File: config.mk
export PLATFORM = sky130hd
export DESIGN_NAME = bfs_top
export DESIGN_NICKNAME = d
export VERILOG_FILES = /design/src/bfs_pkg.sv /design/src/bfs_top.sv
export SDC_FILE = /design/constraint.sdc
export NUM_CORES = 1
export LEC_CHECK = 0
export BUFFER_PORTS_ARGS = -buffer_cell sky130_fd_sc_hd__clkbuf_2
export CORE_MARGIN = 5
export CORE_UTILIZATION = 50
export DETAILED_ROUTE_END_ITERATION = 7
export GPL_TIMING_DRIVEN = 0
export PLACE_DENSITY = 0.85
export SETUP_SLACK_MARGIN = 0.1
export SYNTH_ARGS = -nofsm -noshare
export SYNTH_HDL_FRONTEND = slang
export SYNTH_SLANG_ARGS = --single-unit
File: constraint.sdc
create_clock -name clk -period 7.4 [get_ports clk]
set_clock_uncertainty 0.1 [all_clocks]
set_input_delay 0.74 -clock clk [delete_from_list [all_inputs] [get_ports clk]]
set_output_delay 0.74 -clock clk [all_outputs]
set_load 0.03 [all_outputs]
File: src/bfs_pkg.sv
// Package: constants and types of the buck fault supervisor
package bfs_pkg;

	// ----------------------------------------------------------------
	// Timing
	// ----------------------------------------------------------------
	localparam int CLK_PERIOD_NS   = 40;
	localparam int EN_DELAY_NS     = 135000;
	localparam int EN_DELAY_CYC    = (EN_DELAY_NS + CLK_PERIOD_NS - 1) / CLK_PERIOD_NS;
	localparam int MIN_ON_NS       = 95;
	localparam int MIN_ON_CYC      = (MIN_ON_NS + CLK_PERIOD_NS - 1) / CLK_PERIOD_NS;
	localparam int SYNC_PULSE_NS   = 35;
	localparam int SYNC_FMIN_KHZ   = 200;
	localparam int SYNC_FMAX_KHZ   = 1600;
	localparam int SYNC_MIN_CYC    = 1000000 / (SYNC_FMAX_KHZ * CLK_PERIOD_NS);
	localparam int SYNC_MAX_CYC    = (1000000 + SYNC_FMIN_KHZ * CLK_PERIOD_NS - 1)
		/ (SYNC_FMIN_KHZ * CLK_PERIOD_NS);
	localparam int PG_GOOD_CYCLES  = 272;
	localparam int PG_FAULT_CYCLES = 16;
	localparam int OC_WAIT_CYCLES  = 512;
	localparam int HICCUP_CYCLES   = 16384;

	// ----------------------------------------------------------------
	// Register map
	// ----------------------------------------------------------------
	localparam logic [7:0] REG_CTRL   = 8'h00;
	localparam logic [7:0] REG_PERIOD = 8'h04;
	localparam logic [7:0] REG_STATUS = 8'h08;
	localparam logic [7:0] REG_EVENT  = 8'h0c;
	localparam int         CTRL_SYNC_BIT  = 0;
	localparam logic       CTRL_SYNC_RST  = 1'b0;
	localparam logic [7:0] PERIOD_RST     = 8'h32;
	localparam int         EV_HICCUP      = 0;
	localparam int         EV_THERM       = 1;
	localparam int         EV_OVERVOLT    = 2;
	localparam int         EV_PG_FAULT    = 3;
	localparam int         EV_WIDTH       = 4;

	// ----------------------------------------------------------------
	// Types
	// ----------------------------------------------------------------
	typedef enum logic [2:0] {ST_OFF, ST_DELAY, ST_RUN, ST_HICCUP, ST_THERM} bfs_state_type;

	typedef struct packed {
		logic feedback_over_108;
		logic feedback_under_89;
		logic feedback_over_106;
		logic feedback_under_91;
		logic soft_start_track_ok;
		logic peak_trip;
		logic overcurrent;
		logic bootstrap_low_lockout;
		logic thermal_trip;
	} bfs_cmp_type;

	typedef struct packed {
		logic [2:0] state;
		logic       sync_locked;
		logic       sync_active;
		logic       ov_block;
		logic       pg_released;
		logic       hs_on;
		logic       ls_on;
	} bfs_status_type;

endpackage

File: src/bfs_top.sv
// Module: sequencing, power-good and fault supervision of a buck controller
`timescale 1ns/1ps

module bfs_top #(
	parameter int HICCUP_CYCLES = bfs_pkg::HICCUP_CYCLES
) (
	input  wire logic                clk,
	input  wire logic                nrst,
	input  wire logic                hsel,
	input  wire logic [31:0]         haddr,
	input  wire logic [1:0]          htrans,
	input  wire logic                hwrite,
	input  wire logic [2:0]          hsize,
	input  wire logic [31:0]         hwdata,
	input  wire logic                hready,
	output logic      [31:0]         hrdata,
	output logic                     hreadyout,
	output logic                     hresp,
	input  wire logic                enable_in,
	input  wire logic                undervoltage_lockout,
	input  wire bfs_pkg::bfs_cmp_type cmp,
	input  wire logic                freq_set_sync_in,
	output logic                     hs_gate,
	output logic                     ls_gate,
	output logic                     soft_start_discharge,
	output logic                     power_good_out,
	output logic                     power_good_oe_n
);

	localparam int HW = $clog2(HICCUP_CYCLES + 1);

	// ----------------------------------------------------------------
	// Declarations
	// ----------------------------------------------------------------
	bfs_pkg::bfs_state_type           state_r;
	bfs_pkg::bfs_status_type          status;
	logic [31:0]                      hrdata_r;
	logic                             hreadyout_r;
	logic                             hresp_r;
	logic                             wr_pend_r;
	logic [7:0]                       wr_addr_r;
	logic                             ctrl_sync_r;
	logic [7:0]                       period_r;
	logic [bfs_pkg::EV_WIDTH-1:0]     event_r;
	logic [bfs_pkg::EV_WIDTH-1:0]     ev_set;
	logic [bfs_pkg::EV_WIDTH-1:0]     ev_clr;
	logic                             sync_q_r;
	logic                             sync_prev_r;
	logic [7:0]                       per_cnt_r;
	logic                             sync_lock_r;
	logic [7:0]                       osc_cnt_r;
	logic [11:0]                      dly_cnt_r;
	logic [9:0]                       oc_cnt_r;
	logic [HW-1:0]                    hic_cnt_r;
	logic                             hs_r;
	logic                             ls_r;
	logic [1:0]                       on_cnt_r;
	logic                             ov_block_r;
	logic                             pg_ok_r;
	logic [8:0]                       pg_good_cnt_r;
	logic [4:0]                       pg_bad_cnt_r;
	logic                             ss_dis_r;
	logic                             pg_out_r;
	logic                             acc;
	logic                             sync_fall;
	logic                             sync_active;
	logic                             osc_tick;
	logic                             cycle_tick;
	logic                             run;
	logic                             go_hiccup;
	logic                             imm_low;
	logic                             in_reg;
	logic                             out_fault;
	logic                             pg_fault_drop;
	logic                             min_on_done;
	logic                             hs_block;

	function automatic logic in_range(input logic [7:0] cnt);
		in_range = (cnt >= 8'(bfs_pkg::SYNC_MIN_CYC - 1)) && (cnt <= 8'(bfs_pkg::SYNC_MAX_CYC - 1));
	endfunction

	// ----------------------------------------------------------------
	// AHB-Lite slave, zero wait states
	// ----------------------------------------------------------------
	assign acc    = hsel && hready && htrans[1];
	assign ev_clr = (wr_pend_r && wr_addr_r == bfs_pkg::REG_EVENT) ?
		hwdata[bfs_pkg::EV_WIDTH-1:0] : '0;
	assign status = '{state: state_r, sync_locked: sync_lock_r, sync_active: sync_active,
		ov_block: ov_block_r, pg_released: pg_ok_r, hs_on: hs_r, ls_on: ls_r};

	always_ff @(posedge clk or negedge nrst) begin
		if (!nrst) begin
			wr_pend_r   <= 1'b0;
			wr_addr_r   <= 8'h00;
			hrdata_r    <= 32'h0000_0000;
			hreadyout_r <= 1'b0;
			hresp_r     <= 1'b0;
		end else begin
			hreadyout_r <= 1'b1;
			hresp_r     <= 1'b0;
			wr_pend_r   <= acc && hwrite;
			wr_addr_r   <= haddr[7:0];
			if (acc && !hwrite) begin
				if (haddr[7:0] == bfs_pkg::REG_CTRL) begin
					hrdata_r <= {31'h0000_0000, ctrl_sync_r};
				end else if (haddr[7:0] == bfs_pkg::REG_PERIOD) begin
					hrdata_r <= {24'h00_0000, period_r};
				end else if (haddr[7:0] == bfs_pkg::REG_STATUS) begin
					hrdata_r <= {23'h00_0000, status};
				end else if (haddr[7:0] == bfs_pkg::REG_EVENT) begin
					hrdata_r <= {28'h000_0000, event_r};
				end else begin
					hrdata_r <= 32'h0000_0000;
				end
			end
		end
	end

	always_ff @(posedge clk or negedge nrst) begin
		if (!nrst) begin
			ctrl_sync_r <= bfs_pkg::CTRL_SYNC_RST;
			period_r    <= bfs_pkg::PERIOD_RST;
		end else if (wr_pend_r) begin
			if (wr_addr_r == bfs_pkg::REG_CTRL) begin
				ctrl_sync_r <= hwdata[bfs_pkg::CTRL_SYNC_BIT];
			end else if (wr_addr_r == bfs_pkg::REG_PERIOD) begin
				period_r <= hwdata[7:0];
			end
		end
	end

	// Sticky events, write one to clear; a new event beats the clear
	always_ff @(posedge clk or negedge nrst) begin
		if (!nrst) begin
			event_r <= '0;
		end else begin
			event_r <= (event_r & ~ev_clr) | ev_set;
		end
	end

	// ----------------------------------------------------------------
	// Switching clock: internal oscillator or external sync
	// ----------------------------------------------------------------
	assign sync_fall   = sync_prev_r && !sync_q_r;
	assign sync_active = ctrl_sync_r && sync_lock_r;
	assign osc_tick    = (osc_cnt_r >= period_r - 8'h01);
	assign cycle_tick  = sync_active ? sync_fall : osc_tick;

	always_ff @(posedge clk or negedge nrst) begin
		if (!nrst) begin
			sync_q_r    <= 1'b0;
			sync_prev_r <= 1'b0;
			per_cnt_r   <= 8'h00;
			sync_lock_r <= 1'b0;
		end else begin
			sync_q_r    <= freq_set_sync_in;
			sync_prev_r <= sync_q_r;
			if (sync_fall) begin
				per_cnt_r   <= 8'h00;
				sync_lock_r <= in_range(per_cnt_r);
			end else if (per_cnt_r != 8'(bfs_pkg::SYNC_MAX_CYC)) begin
				per_cnt_r <= per_cnt_r + 8'h01;
			end else begin
				sync_lock_r <= 1'b0;
			end
		end
	end

	always_ff @(posedge clk or negedge nrst) begin
		if (!nrst) begin
			osc_cnt_r <= 8'h00;
		end else if (osc_tick) begin
			osc_cnt_r <= 8'h00;
		end else begin
			osc_cnt_r <= osc_cnt_r + 8'h01;
		end
	end

	// ----------------------------------------------------------------
	// Sequencing: enable delay, hiccup, thermal restart
	// ----------------------------------------------------------------
	assign run       = (state_r == bfs_pkg::ST_RUN);
	assign go_hiccup = run && cycle_tick && cmp.overcurrent &&
		oc_cnt_r == 10'(bfs_pkg::OC_WAIT_CYCLES - 1);

	always_ff @(posedge clk or negedge nrst) begin
		if (!nrst) begin
			state_r <= bfs_pkg::ST_OFF;
		end else if (!enable_in || undervoltage_lockout) begin
			state_r <= bfs_pkg::ST_OFF;
		end else if (cmp.thermal_trip && state_r != bfs_pkg::ST_OFF) begin
			state_r <= bfs_pkg::ST_THERM;
		end else begin
			case (state_r)
				bfs_pkg::ST_OFF: state_r <= bfs_pkg::ST_DELAY;
				bfs_pkg::ST_DELAY: begin
					if (dly_cnt_r == 12'(bfs_pkg::EN_DELAY_CYC - 1)) begin
						state_r <= bfs_pkg::ST_RUN;
					end
				end
				bfs_pkg::ST_RUN: begin
					if (go_hiccup) begin
						state_r <= bfs_pkg::ST_HICCUP;
					end
				end
				bfs_pkg::ST_HICCUP: begin
					if (cycle_tick && hic_cnt_r == HW'(HICCUP_CYCLES - 1)) begin
						state_r <= bfs_pkg::ST_RUN;
					end
				end
				default: state_r <= bfs_pkg::ST_RUN;
			endcase
		end
	end

	always_ff @(posedge clk or negedge nrst) begin
		if (!nrst) begin
			dly_cnt_r <= 12'h000;
		end else if (state_r == bfs_pkg::ST_DELAY) begin
			dly_cnt_r <= dly_cnt_r + 12'h001;
		end else begin
			dly_cnt_r <= 12'h000;
		end
	end

	always_ff @(posedge clk or negedge nrst) begin
		if (!nrst) begin
			oc_cnt_r  <= 10'h000;
			hic_cnt_r <= '0;
		end else begin
			if (!run || !cmp.overcurrent || go_hiccup) begin
				oc_cnt_r <= 10'h000;
			end else if (cycle_tick) begin
				oc_cnt_r <= oc_cnt_r + 10'h001;
			end
			if (state_r != bfs_pkg::ST_HICCUP) begin
				hic_cnt_r <= '0;
			end else if (cycle_tick) begin
				hic_cnt_r <= hic_cnt_r + HW'(1);
			end
		end
	end

	// Soft-start held discharged whenever not regulating, so each start is fresh
	always_ff @(posedge clk or negedge nrst) begin
		if (!nrst) begin
			ss_dis_r <= 1'b1;
		end else begin
			ss_dis_r <= !run;
		end
	end

	// ----------------------------------------------------------------
	// Power stage gate control
	// ----------------------------------------------------------------
	assign min_on_done = on_cnt_r >= 2'(bfs_pkg::MIN_ON_CYC - 1);
	assign hs_block    = ov_block_r || cmp.feedback_over_108 || cmp.bootstrap_low_lockout;

	always_ff @(posedge clk or negedge nrst) begin
		if (!nrst) begin
			ov_block_r <= 1'b0;
		end else if (cmp.feedback_over_108) begin
			ov_block_r <= 1'b1;
		end else if (!cmp.feedback_over_106) begin
			ov_block_r <= 1'b0;
		end
	end

	always_ff @(posedge clk or negedge nrst) begin
		if (!nrst) begin
			hs_r     <= 1'b0;
			ls_r     <= 1'b0;
			on_cnt_r <= 2'h0;
		end else if (!run) begin
			hs_r <= 1'b0;
			ls_r <= 1'b0;
		end else if (hs_r) begin
			if (!min_on_done) begin
				on_cnt_r <= on_cnt_r + 2'h1;
			end else if (cmp.peak_trip || hs_block) begin
				hs_r <= 1'b0;
				ls_r <= 1'b1;
			end
		end else if (cycle_tick && !hs_block) begin
			hs_r     <= 1'b1;
			ls_r     <= 1'b0;
			on_cnt_r <= 2'h0;
		end else if (cmp.bootstrap_low_lockout) begin
			ls_r <= 1'b1;
		end
	end

	// ----------------------------------------------------------------
	// Power-good supervisor
	// ----------------------------------------------------------------
	assign imm_low   = !enable_in || undervoltage_lockout || cmp.thermal_trip;
	assign in_reg    = !cmp.feedback_under_91 && !cmp.feedback_over_106 &&
		cmp.soft_start_track_ok;
	assign out_fault = cmp.feedback_under_89 || cmp.feedback_over_108;
	assign pg_fault_drop = pg_ok_r && !imm_low && out_fault && cycle_tick &&
		pg_bad_cnt_r == 5'(bfs_pkg::PG_FAULT_CYCLES - 1);
	assign ev_set = {pg_fault_drop, cmp.feedback_over_108 && !ov_block_r,
		cmp.thermal_trip && state_r != bfs_pkg::ST_THERM && state_r != bfs_pkg::ST_OFF,
		go_hiccup};

	always_ff @(posedge clk or negedge nrst) begin
		if (!nrst) begin
			pg_ok_r       <= 1'b0;
			pg_good_cnt_r <= 9'h000;
			pg_bad_cnt_r  <= 5'h00;
		end else if (imm_low) begin
			pg_ok_r       <= 1'b0;
			pg_good_cnt_r <= 9'h000;
			pg_bad_cnt_r  <= 5'h00;
		end else if (pg_ok_r) begin
			pg_good_cnt_r <= 9'h000;
			if (!out_fault) begin
				pg_bad_cnt_r <= 5'h00;
			end else if (pg_fault_drop) begin
				pg_ok_r      <= 1'b0;
				pg_bad_cnt_r <= 5'h00;
			end else if (cycle_tick) begin
				pg_bad_cnt_r <= pg_bad_cnt_r + 5'h01;
			end
		end else begin
			pg_bad_cnt_r <= 5'h00;
			if (!in_reg) begin
				pg_good_cnt_r <= 9'h000;
			end else if (cycle_tick &&
				pg_good_cnt_r == 9'(bfs_pkg::PG_GOOD_CYCLES - 1)) begin
				pg_ok_r       <= 1'b1;
				pg_good_cnt_r <= 9'h000;
			end else if (cycle_tick) begin
				pg_good_cnt_r <= pg_good_cnt_r + 9'h001;
			end
		end
	end

	// Open drain: the pin level is always low, the enable releases it
	always_ff @(posedge clk or negedge nrst) begin
		if (!nrst) begin
			pg_out_r <= 1'b0;
		end else begin
			pg_out_r <= 1'b0;
		end
	end

	assign hrdata               = hrdata_r;
	assign hreadyout            = hreadyout_r;
	assign hresp                = hresp_r;
	assign hs_gate              = hs_r;
	assign ls_gate              = ls_r;
	assign soft_start_discharge = ss_dis_r;
	assign power_good_out       = pg_out_r;
	assign power_good_oe_n      = pg_ok_r;
endmodule

==> impl_results.md, run 1 <==
- # port buffers: 47
- Total track usage: 19.2%
- Sequential area share after synthesis: 47.8%
- Clock slew at reported path FFs: 70 ps
- Yosys reg bits: 112
- Slowest cell delay on critical path: 440 ps
- Worst skew pair latency: 350 ps
- Reg2Reg Launch Point: period_r[3]$_DFFE_PN0P_
- Slowest cell on crit path: dfrtp_1
- Fmax: 299 MHz
- Max Cap Viol: 0
- Largest net degree at the start of global routing: 113
- Place WS: 4120 ps
- CP Max Fanout: 10
- Final Util: 58.1%
- Grt met3 use: 4.30%
- Register Area: 2810 µm²
- Hold slack: 305 ps
- Placed Area: 6390 µm²
- Ant. Diodes: 0
- Initial antenna violation count: 0
- GP Congestion: 0.842
- Post-synth EDFFs: 0
- Hold Path End: sync_prev_r$_DFF_PN0_
- DR vias: 4833
- PwrDens: 210 nW/µm²
- Synth warnings: 0
- Area of the multi-input gates: 2830 µm²
- Tcrit/Tclk final: 45.2%
- Placed Cells: 818
- Post-CTS setup buffer count: 0
- CTS buffer count: 9
- Final hold vios: 0
- Pwr Total: 1.40 mW
- Setup Crit Path Kind: reg2reg
- Ys flop type: dfrtp_1
- Crit. End Element: flop
- Total die area: 14000 µm²
- Drt drc: 0
- Met2 GRT Util: 33.3%
- Hold_buf cts: 0
- R2r worst-path depth: 13
- TritonCTS Sinks: 112
- Layout cells sized above 1: 17.2%
- Share of synthesized registers carrying an async set or reset: 100%
- Mapped Cells: 604
- Row cnt: 39
- WP data required: 7550 ps
- Longest Clk Path Bufs: 2
- Terminus of the critical flop-to-flop path: pg_bad_cnt_r[3]$_DFFE_PN0P_
- Core box area: 11500 µm²
- Worst Tran Pin Value: 876 ps
- DIE HEIGHT: 118 µm
- Fin nets: 792
- Slew HR: 41.1%
- Hold Crit Start: sync_q_r$_DFF_PN0_
- WL per Instance: 15.9 µm
- Fin crit period: 3350 ps
- Post_cts resized: 0
- Final setup viols: 0
- Final non-filler cell total: 833
- Post-synthesis cell type count: 61
- Hold Crit Depth: 0
- Area growth, synth to finish: 13.4%
- P_leak: 2.96 nW
- CP Cell Sequence: nor2_1, nand3_1, nor4_1, xnor2_1, ha_1, a21oi_1, o21a_1, nand2_1, o21ai_4, buf_6, buf_2, nor2_1, o21a_1
- Post-route ant nets: 0
- Grt met1 use: 24.1%
- Min-delay worst type: reg2reg
- Kind of start point of the critical path: flop
- RSZ-0062 raised after global routing: no
- Vias in the first global route: 4745
- Setup TNS Final: 0 ps
- Global-route wire length before repair: 22700 µm
- Starting Density: 51.2%
- Pins Over Slew Limit: 0
- Worst setup margin: 4050 ps
- Busiest layer in global routing: met2
- Mapped cell area: 5880 µm²
- Vias per cell: 5.80
- Die W: 118 µm
- Worst vdd ir: 0.182 mV
- CTS H-tree lvls: 3
- Initial DRC count: 302
- CTS tree: done
- Io pins: 125
- Worst R2R Setup Slack: 4050 ps
- Routed WL: 13200 µm
- Outcome: finished clean
- Final instance area: 6660 µm²
- Fillers: 944
- Drt pass-1 iters: 5
- Grt ovf: 0
- Dpl hpwl: 9680 µm
- Arrival @ worst endpoint: 3490 ps
- Clk root buf: clkbuf_16
- Post-synthesis area per instance: 9.73 µm²
-- final cells by class --
cell class	instances	area share (%)
multi-input cells	459	42.4
flip-flops and latches	112	42.1
plain buffers	40	4.00
repair buffers	47	3.66
clock buffers	11	3.64
well taps	143	2.69
inverters	17	0.958
clock inverters	4	0.451
-- sequential cells by signal, indices dropped and copies added (netlist names), 2 cells and up --
register       count
hic_cnt_r         15
dly_cnt_r         12
oc_cnt_r          10
hrdata             9
pg_good_cnt_r      9
osc_cnt_r          8
per_cnt_r          8
period_r           8
wr_addr_r          8
pg_bad_cnt_r       5
event_r            4
state_r            3
on_cnt_r           2
-- power breakdown --
part           switching, mW  total [mW]  internal [mW]
clock network          0.220       0.457          0.237
registers             0.0466       0.694          0.648
logic                  0.154       0.247         0.0931
-- placed cells by master, fill, tap and decap left out, types with 5 or more instances in the layout --
master,n
o31ai_1,5
o211ai_1,10
or3_1,16
buf_4,26
clkbuf_1,9
or4_1,7
xnor2_1,12
and3_1,10
a31oi_1,5
inv_1,17
mux2_2,11
nand3b_1,6
nor4_1,6
dfrtp_1,108
a22oi_1,7
clkbuf_2,46
clkbuf_16,9
nand2_1,63
nor2_1,55
nand2b_1,6
conb_1,26
o21ai_0,34
a21oi_1,32
o21a_1,5
nand4_1,9
ha_1,20
nor3_1,14
xor2_1,19
nand3_1,28
nor2b_1,6
-- layer usage --
layer	vias to the layer above	routed length, µm	share of wire (%)
met5	-	0	0
met4	0	210	1.6
met3	20	966	7.3
met2	181	6670	50
met1	2352	5390	41
li1	2280	-	-
-- how the worst max path moves through the flow --
stage,startpoint,end,slack (ps),cells past startpoint
2_1_floorplan,period_r[1]$_DFFE_PN1P_,pg_bad_cnt_r[3]$_DFFE_PN0P_,4660,14
3_3_place_gp,nrst,wr_pend_r$_DFF_PN0_,4030,1
3_5_place_dp,period_r[3]$_DFFE_PN0P_,pg_bad_cnt_r[3]$_DFFE_PN0P_,4120,13
4_1_cts,period_r[3]$_DFFE_PN0P_,pg_bad_cnt_r[3]$_DFFE_PN0P_,4090,13
5_1_grt,period_r[0]$_DFFE_PN0P_,oc_cnt_r[3]$_DFFE_PN0P_,3830,14
6_report,period_r[3]$_DFFE_PN0P_,pg_bad_cnt_r[3]$_DFFE_PN0P_,4050,13
-- critical path: cells and delay by family, from the launching register on --
kind	cells	cell delay (ps)
AO/OA/AOI/OAI	4	900
AND/OR/NAND/NOR	5	890
buffers and inverters	2	450
flip-flops	1	440
adder cells (fa/ha/maj)	1	280
XOR/XNOR	1	180
-- synth_stat cells, types with 3 or more instances --
library cell,number,share of area [%]
a31oi_1,5,0.53
or3_1,16,1.7
dfstp_2,4,1.8
nand3b_1,6,0.77
or2_2,3,0.32
and4_1,4,0.60
nand2_1,63,4.0
nand4b_1,3,0.45
buf_2,3,0.26
nand3_1,28,2.4
o211ai_1,10,1.3
o31ai_1,5,0.64
nor2b_1,6,0.64
nor2_1,55,3.5
nand2b_1,6,0.64
xor2_1,19,2.8
nand4_1,9,0.96
or4_1,7,0.89
a21oi_1,32,2.7
xnor2_1,12,1.8
nor3_1,14,1.2
o311ai_0,4,0.60
a21o_1,3,0.38
clkbuf_1,8,0.51
nor4_1,6,0.64
o21ai_0,34,2.9
buf_4,26,3.3
a22oi_1,7,0.89
o21a_1,5,0.64
dfrtp_1,108,46
ha_1,20,4.3
mux2_2,11,2.1
and3_1,10,1.1
inv_1,17,1.1
-- cell families after synthesis --
| group | synth area share, % |
|---|---|
| AOI/OAI and AO/OA | 13.7 |
| other | 0.128 |
| muxes | 2.83 |
| buffers and inverters | 5.62 |
| DFF | 47.8 |
| adders and majority gates | 4.26 |
| xor gates and xnor gates | 4.62 |
| and+or+nand+nor | 21.1 |
Power figures use the tool's default switching activity.
==> run 2: changes to the inputs <==
clock period = 3.38 ns   (was 7.4 ns; I/O delays follow)
==> run 2 against run 1 <==
  * Global-route usage rose by 0.13 points
  * Cell area rose by 0.62%
  * Utilization rose by 0.36 points
  * Sequential power rose by 120%
  * Largest cell class unchanged
  * Maximum frequency rose by 5.9%
  * Combinational power rose by 120%
  * Clock-buffer cell count did not move
  * The flow now finishes with violations (hold timing)
  * Clock power rose by 120%
  * Register-to-register slack got worse by 3800 ps
  * Sequential share of layout area fell by 0.26 points
  * Cell count rose by 0.36%
  * Power rose by 120%
==> impl_results.md, run 2 (same netlist as run 1, synthesis figures left out) <==
- Commonest non-fill, non-tap cells in the layout: dfrtp_1 (108), nand2_1 (62), nor2_1 (55), clkbuf_2 (46), o21ai_0 (34)
- Max Cap Viol: 0
- Ant. Diodes: 0
- Worst skew pair latency: 350 ps
- Vias in the first global route: 4761
- Largest register FFs: 15
- Terminus of the critical flop-to-flop path: oc_cnt_r[2]$_DFFE_PN0P_
- Global-route wire length before repair: 22800 µm
- WP buf/inv: 2
- Pins Over Slew Limit: 0
- Routed WL: 13300 µm
- Slowest cell on crit path: dfstp_2
- Grt ovf: 0
- Min-delay worst type: in2async
- GP Congestion: 0.842
- Register Area: 2810 µm²
- PwrDens: 458 nW/µm²
- CP Cell Sequence: inv_1, ha_1, xnor2_1, ha_1, and3_1, o21ai_2, a311oi_4, buf_6, a221oi_2, nand2_1, a21oi_1
- Initial antenna violation count: 0
- Register bank with the most flops: hic_cnt_r
- TritonCTS Sinks: 112
- Fin nets: 795
- Arrival @ worst endpoint: 3330 ps
- Fmax: 316 MHz
- # port buffers: 47
- Fin crit period: 3160 ps
- Dpl hpwl: 9680 µm
- RSZ-0062 raised after global routing: no
- Hold slack: -31.8 ps
- Starting Density: 51.2%
- Slowest cell delay on critical path: 570 ps
- CTS H-tree lvls: 3
- Largest delay share family, worst path: compound AO/OA/AOI/OAI gates
- Commonest non-fill, non-tap cell in the layout: dfrtp_1
- Worst vdd ir: 0.400 mV
- DIE HEIGHT: 118 µm
- WL per Instance: 15.9 µm
- Reg2Reg Launch Point: period_r[1]$_DFFE_PN1P_
- Worst R2R Setup Slack: 220 ps
- Initial DRC count: 381
- Clk root buf: clkbuf_16
- R2r worst-path depth: 11
- Setup Crit Path Kind: reg2reg
- Largest net degree at the start of global routing: 113
- CTS buffer count: 9
- Drt drc: 0
- Final non-filler cell total: 836
- Fillers: 943
- Drt pass-1 iters: 5
- CTS tree: done
- Die W: 118 µm
- Outcome: finished, violations left
- Setup TNS Final: 0 ps
- Failing checks: hold timing
- Leading registers by flop count: hic_cnt_r: 15 flops, dly_cnt_r: 12 flops, oc_cnt_r: 10 flops
- Longest Clk Path Bufs: 2
- Worst Tran Pin Value: 914 ps
- Clock slew at reported path FFs: 70 ps
- Slew HR: 38.6%
- Crit. End Element: flop
- Most frequent CP cell: ha_1
- Kind of start point of the critical path: flop
- Row cnt: 39
- WP data required: 3550 ps
- Total die area: 14000 µm²
- Final hold vios: 5
- Placed Cells: 818
- CP Max Fanout: 10
- Layout cells sized above 1: 17.9%
- Io pins: 125
- Core box area: 11500 µm²
- Area of the multi-input gates: 2840 µm²
- P_leak: 2.97 nW
- Final setup viols: 0
- Final Util: 58.5%
- Vias per cell: 5.78
- Total track usage: 19.4%
- Post-route ant nets: 0
- Tcrit/Tclk final: 93.5%
- DR vias: 4832
- Area growth, synth to finish: 14.1%
run 2: cell types whose count changed in the layout (fill, tap and decap cells not counted), sizes merged:
cell	previous run	this run
dlygate4sd3	0	1
clkbuf	66	67
buf	32	33
run 2: stage by stage:
step                setup WS [ps]  hold WS (ps)  cell area (µm²)  power [mW]
finish                        219         -31.8             6700        3.07
CTS                           155         0.132             6690        3.08
global placement              173           282             6380        2.05
global route                  101          5.74             6700        3.23
detailed placement           99.0           288             6390        2.08
floorplan                     639         -57.6             5970        1.90
run 2: routing by layer:
metal	vias up	routed length [µm]	track usage [%]
met3	27	857	4.06
met1	2359	5400	24.3
met5	-	0	0
met2	163	6730	33.8
li1	2283	-	-
met4	0	284	5.74
run 2: repair_timing:
action,CTS,global route
hold buffers,1,0
setup endpoints to repair,3,32
hold endpoints to repair,1,0
buffers inserted,2,0
cloned,0,0
gates resized for setup,0,4
pin swaps,1,1
run 2: how the worst max path moves through the flow:
stage                                         endpoint               startpoint  cells past startpoint
after detailed placement   pg_bad_cnt_r[3]$_DFFE_PN0P_  period_r[3]$_DFFE_PN0P_                     13
after floorplan            pg_bad_cnt_r[3]$_DFFE_PN0P_  period_r[1]$_DFFE_PN1P_                     14
after CTS                  pg_bad_cnt_r[3]$_DFFE_PN0P_  period_r[3]$_DFFE_PN0P_                     13
after global placement     pg_bad_cnt_r[3]$_DFFE_PN0P_  period_r[2]$_DFFE_PN0P_                     13
final                          oc_cnt_r[2]$_DFFE_PN0P_  period_r[1]$_DFFE_PN1P_                     11
after global routing      pg_good_cnt_r[3]$_DFFE_PN0P_  period_r[1]$_DFFE_PN1P_                     11
run 2: report_power, final:
part	switching, mW	total [mW]	leakage (nW)	internal [mW]
logic	0.340	0.555	1.37	0.215
registers	0.102	1.52	1.47	1.42
clock network	0.478	0.998	0.132	0.520
total	0.920	3.07	2.97	2.15
run 2: layout make-up:
class / instances / share of cell area, %
Buffer: 40 / 4.01
Multi-Input combinational cell: 459 / 42.4
Clock inverter: 4 / 0.448
Timing Repair Buffer: 50 / 4.01
Clock buffer: 11 / 3.62
Inverter: 17 / 0.952
Sequential cell: 112 / 41.9
Tap cell: 143 / 2.67
run 2: worst reg2reg max path, cell delays in order (launching register included):
cell and delay (ps):
dfstp_2 570, inv_1 80, ha_1 200, xnor2_1 200, ha_1 290, and3_1 200, o21ai_2 160, a311oi_4 180
buf_6 200, a221oi_2 370, nand2_1 300, a21oi_1 230
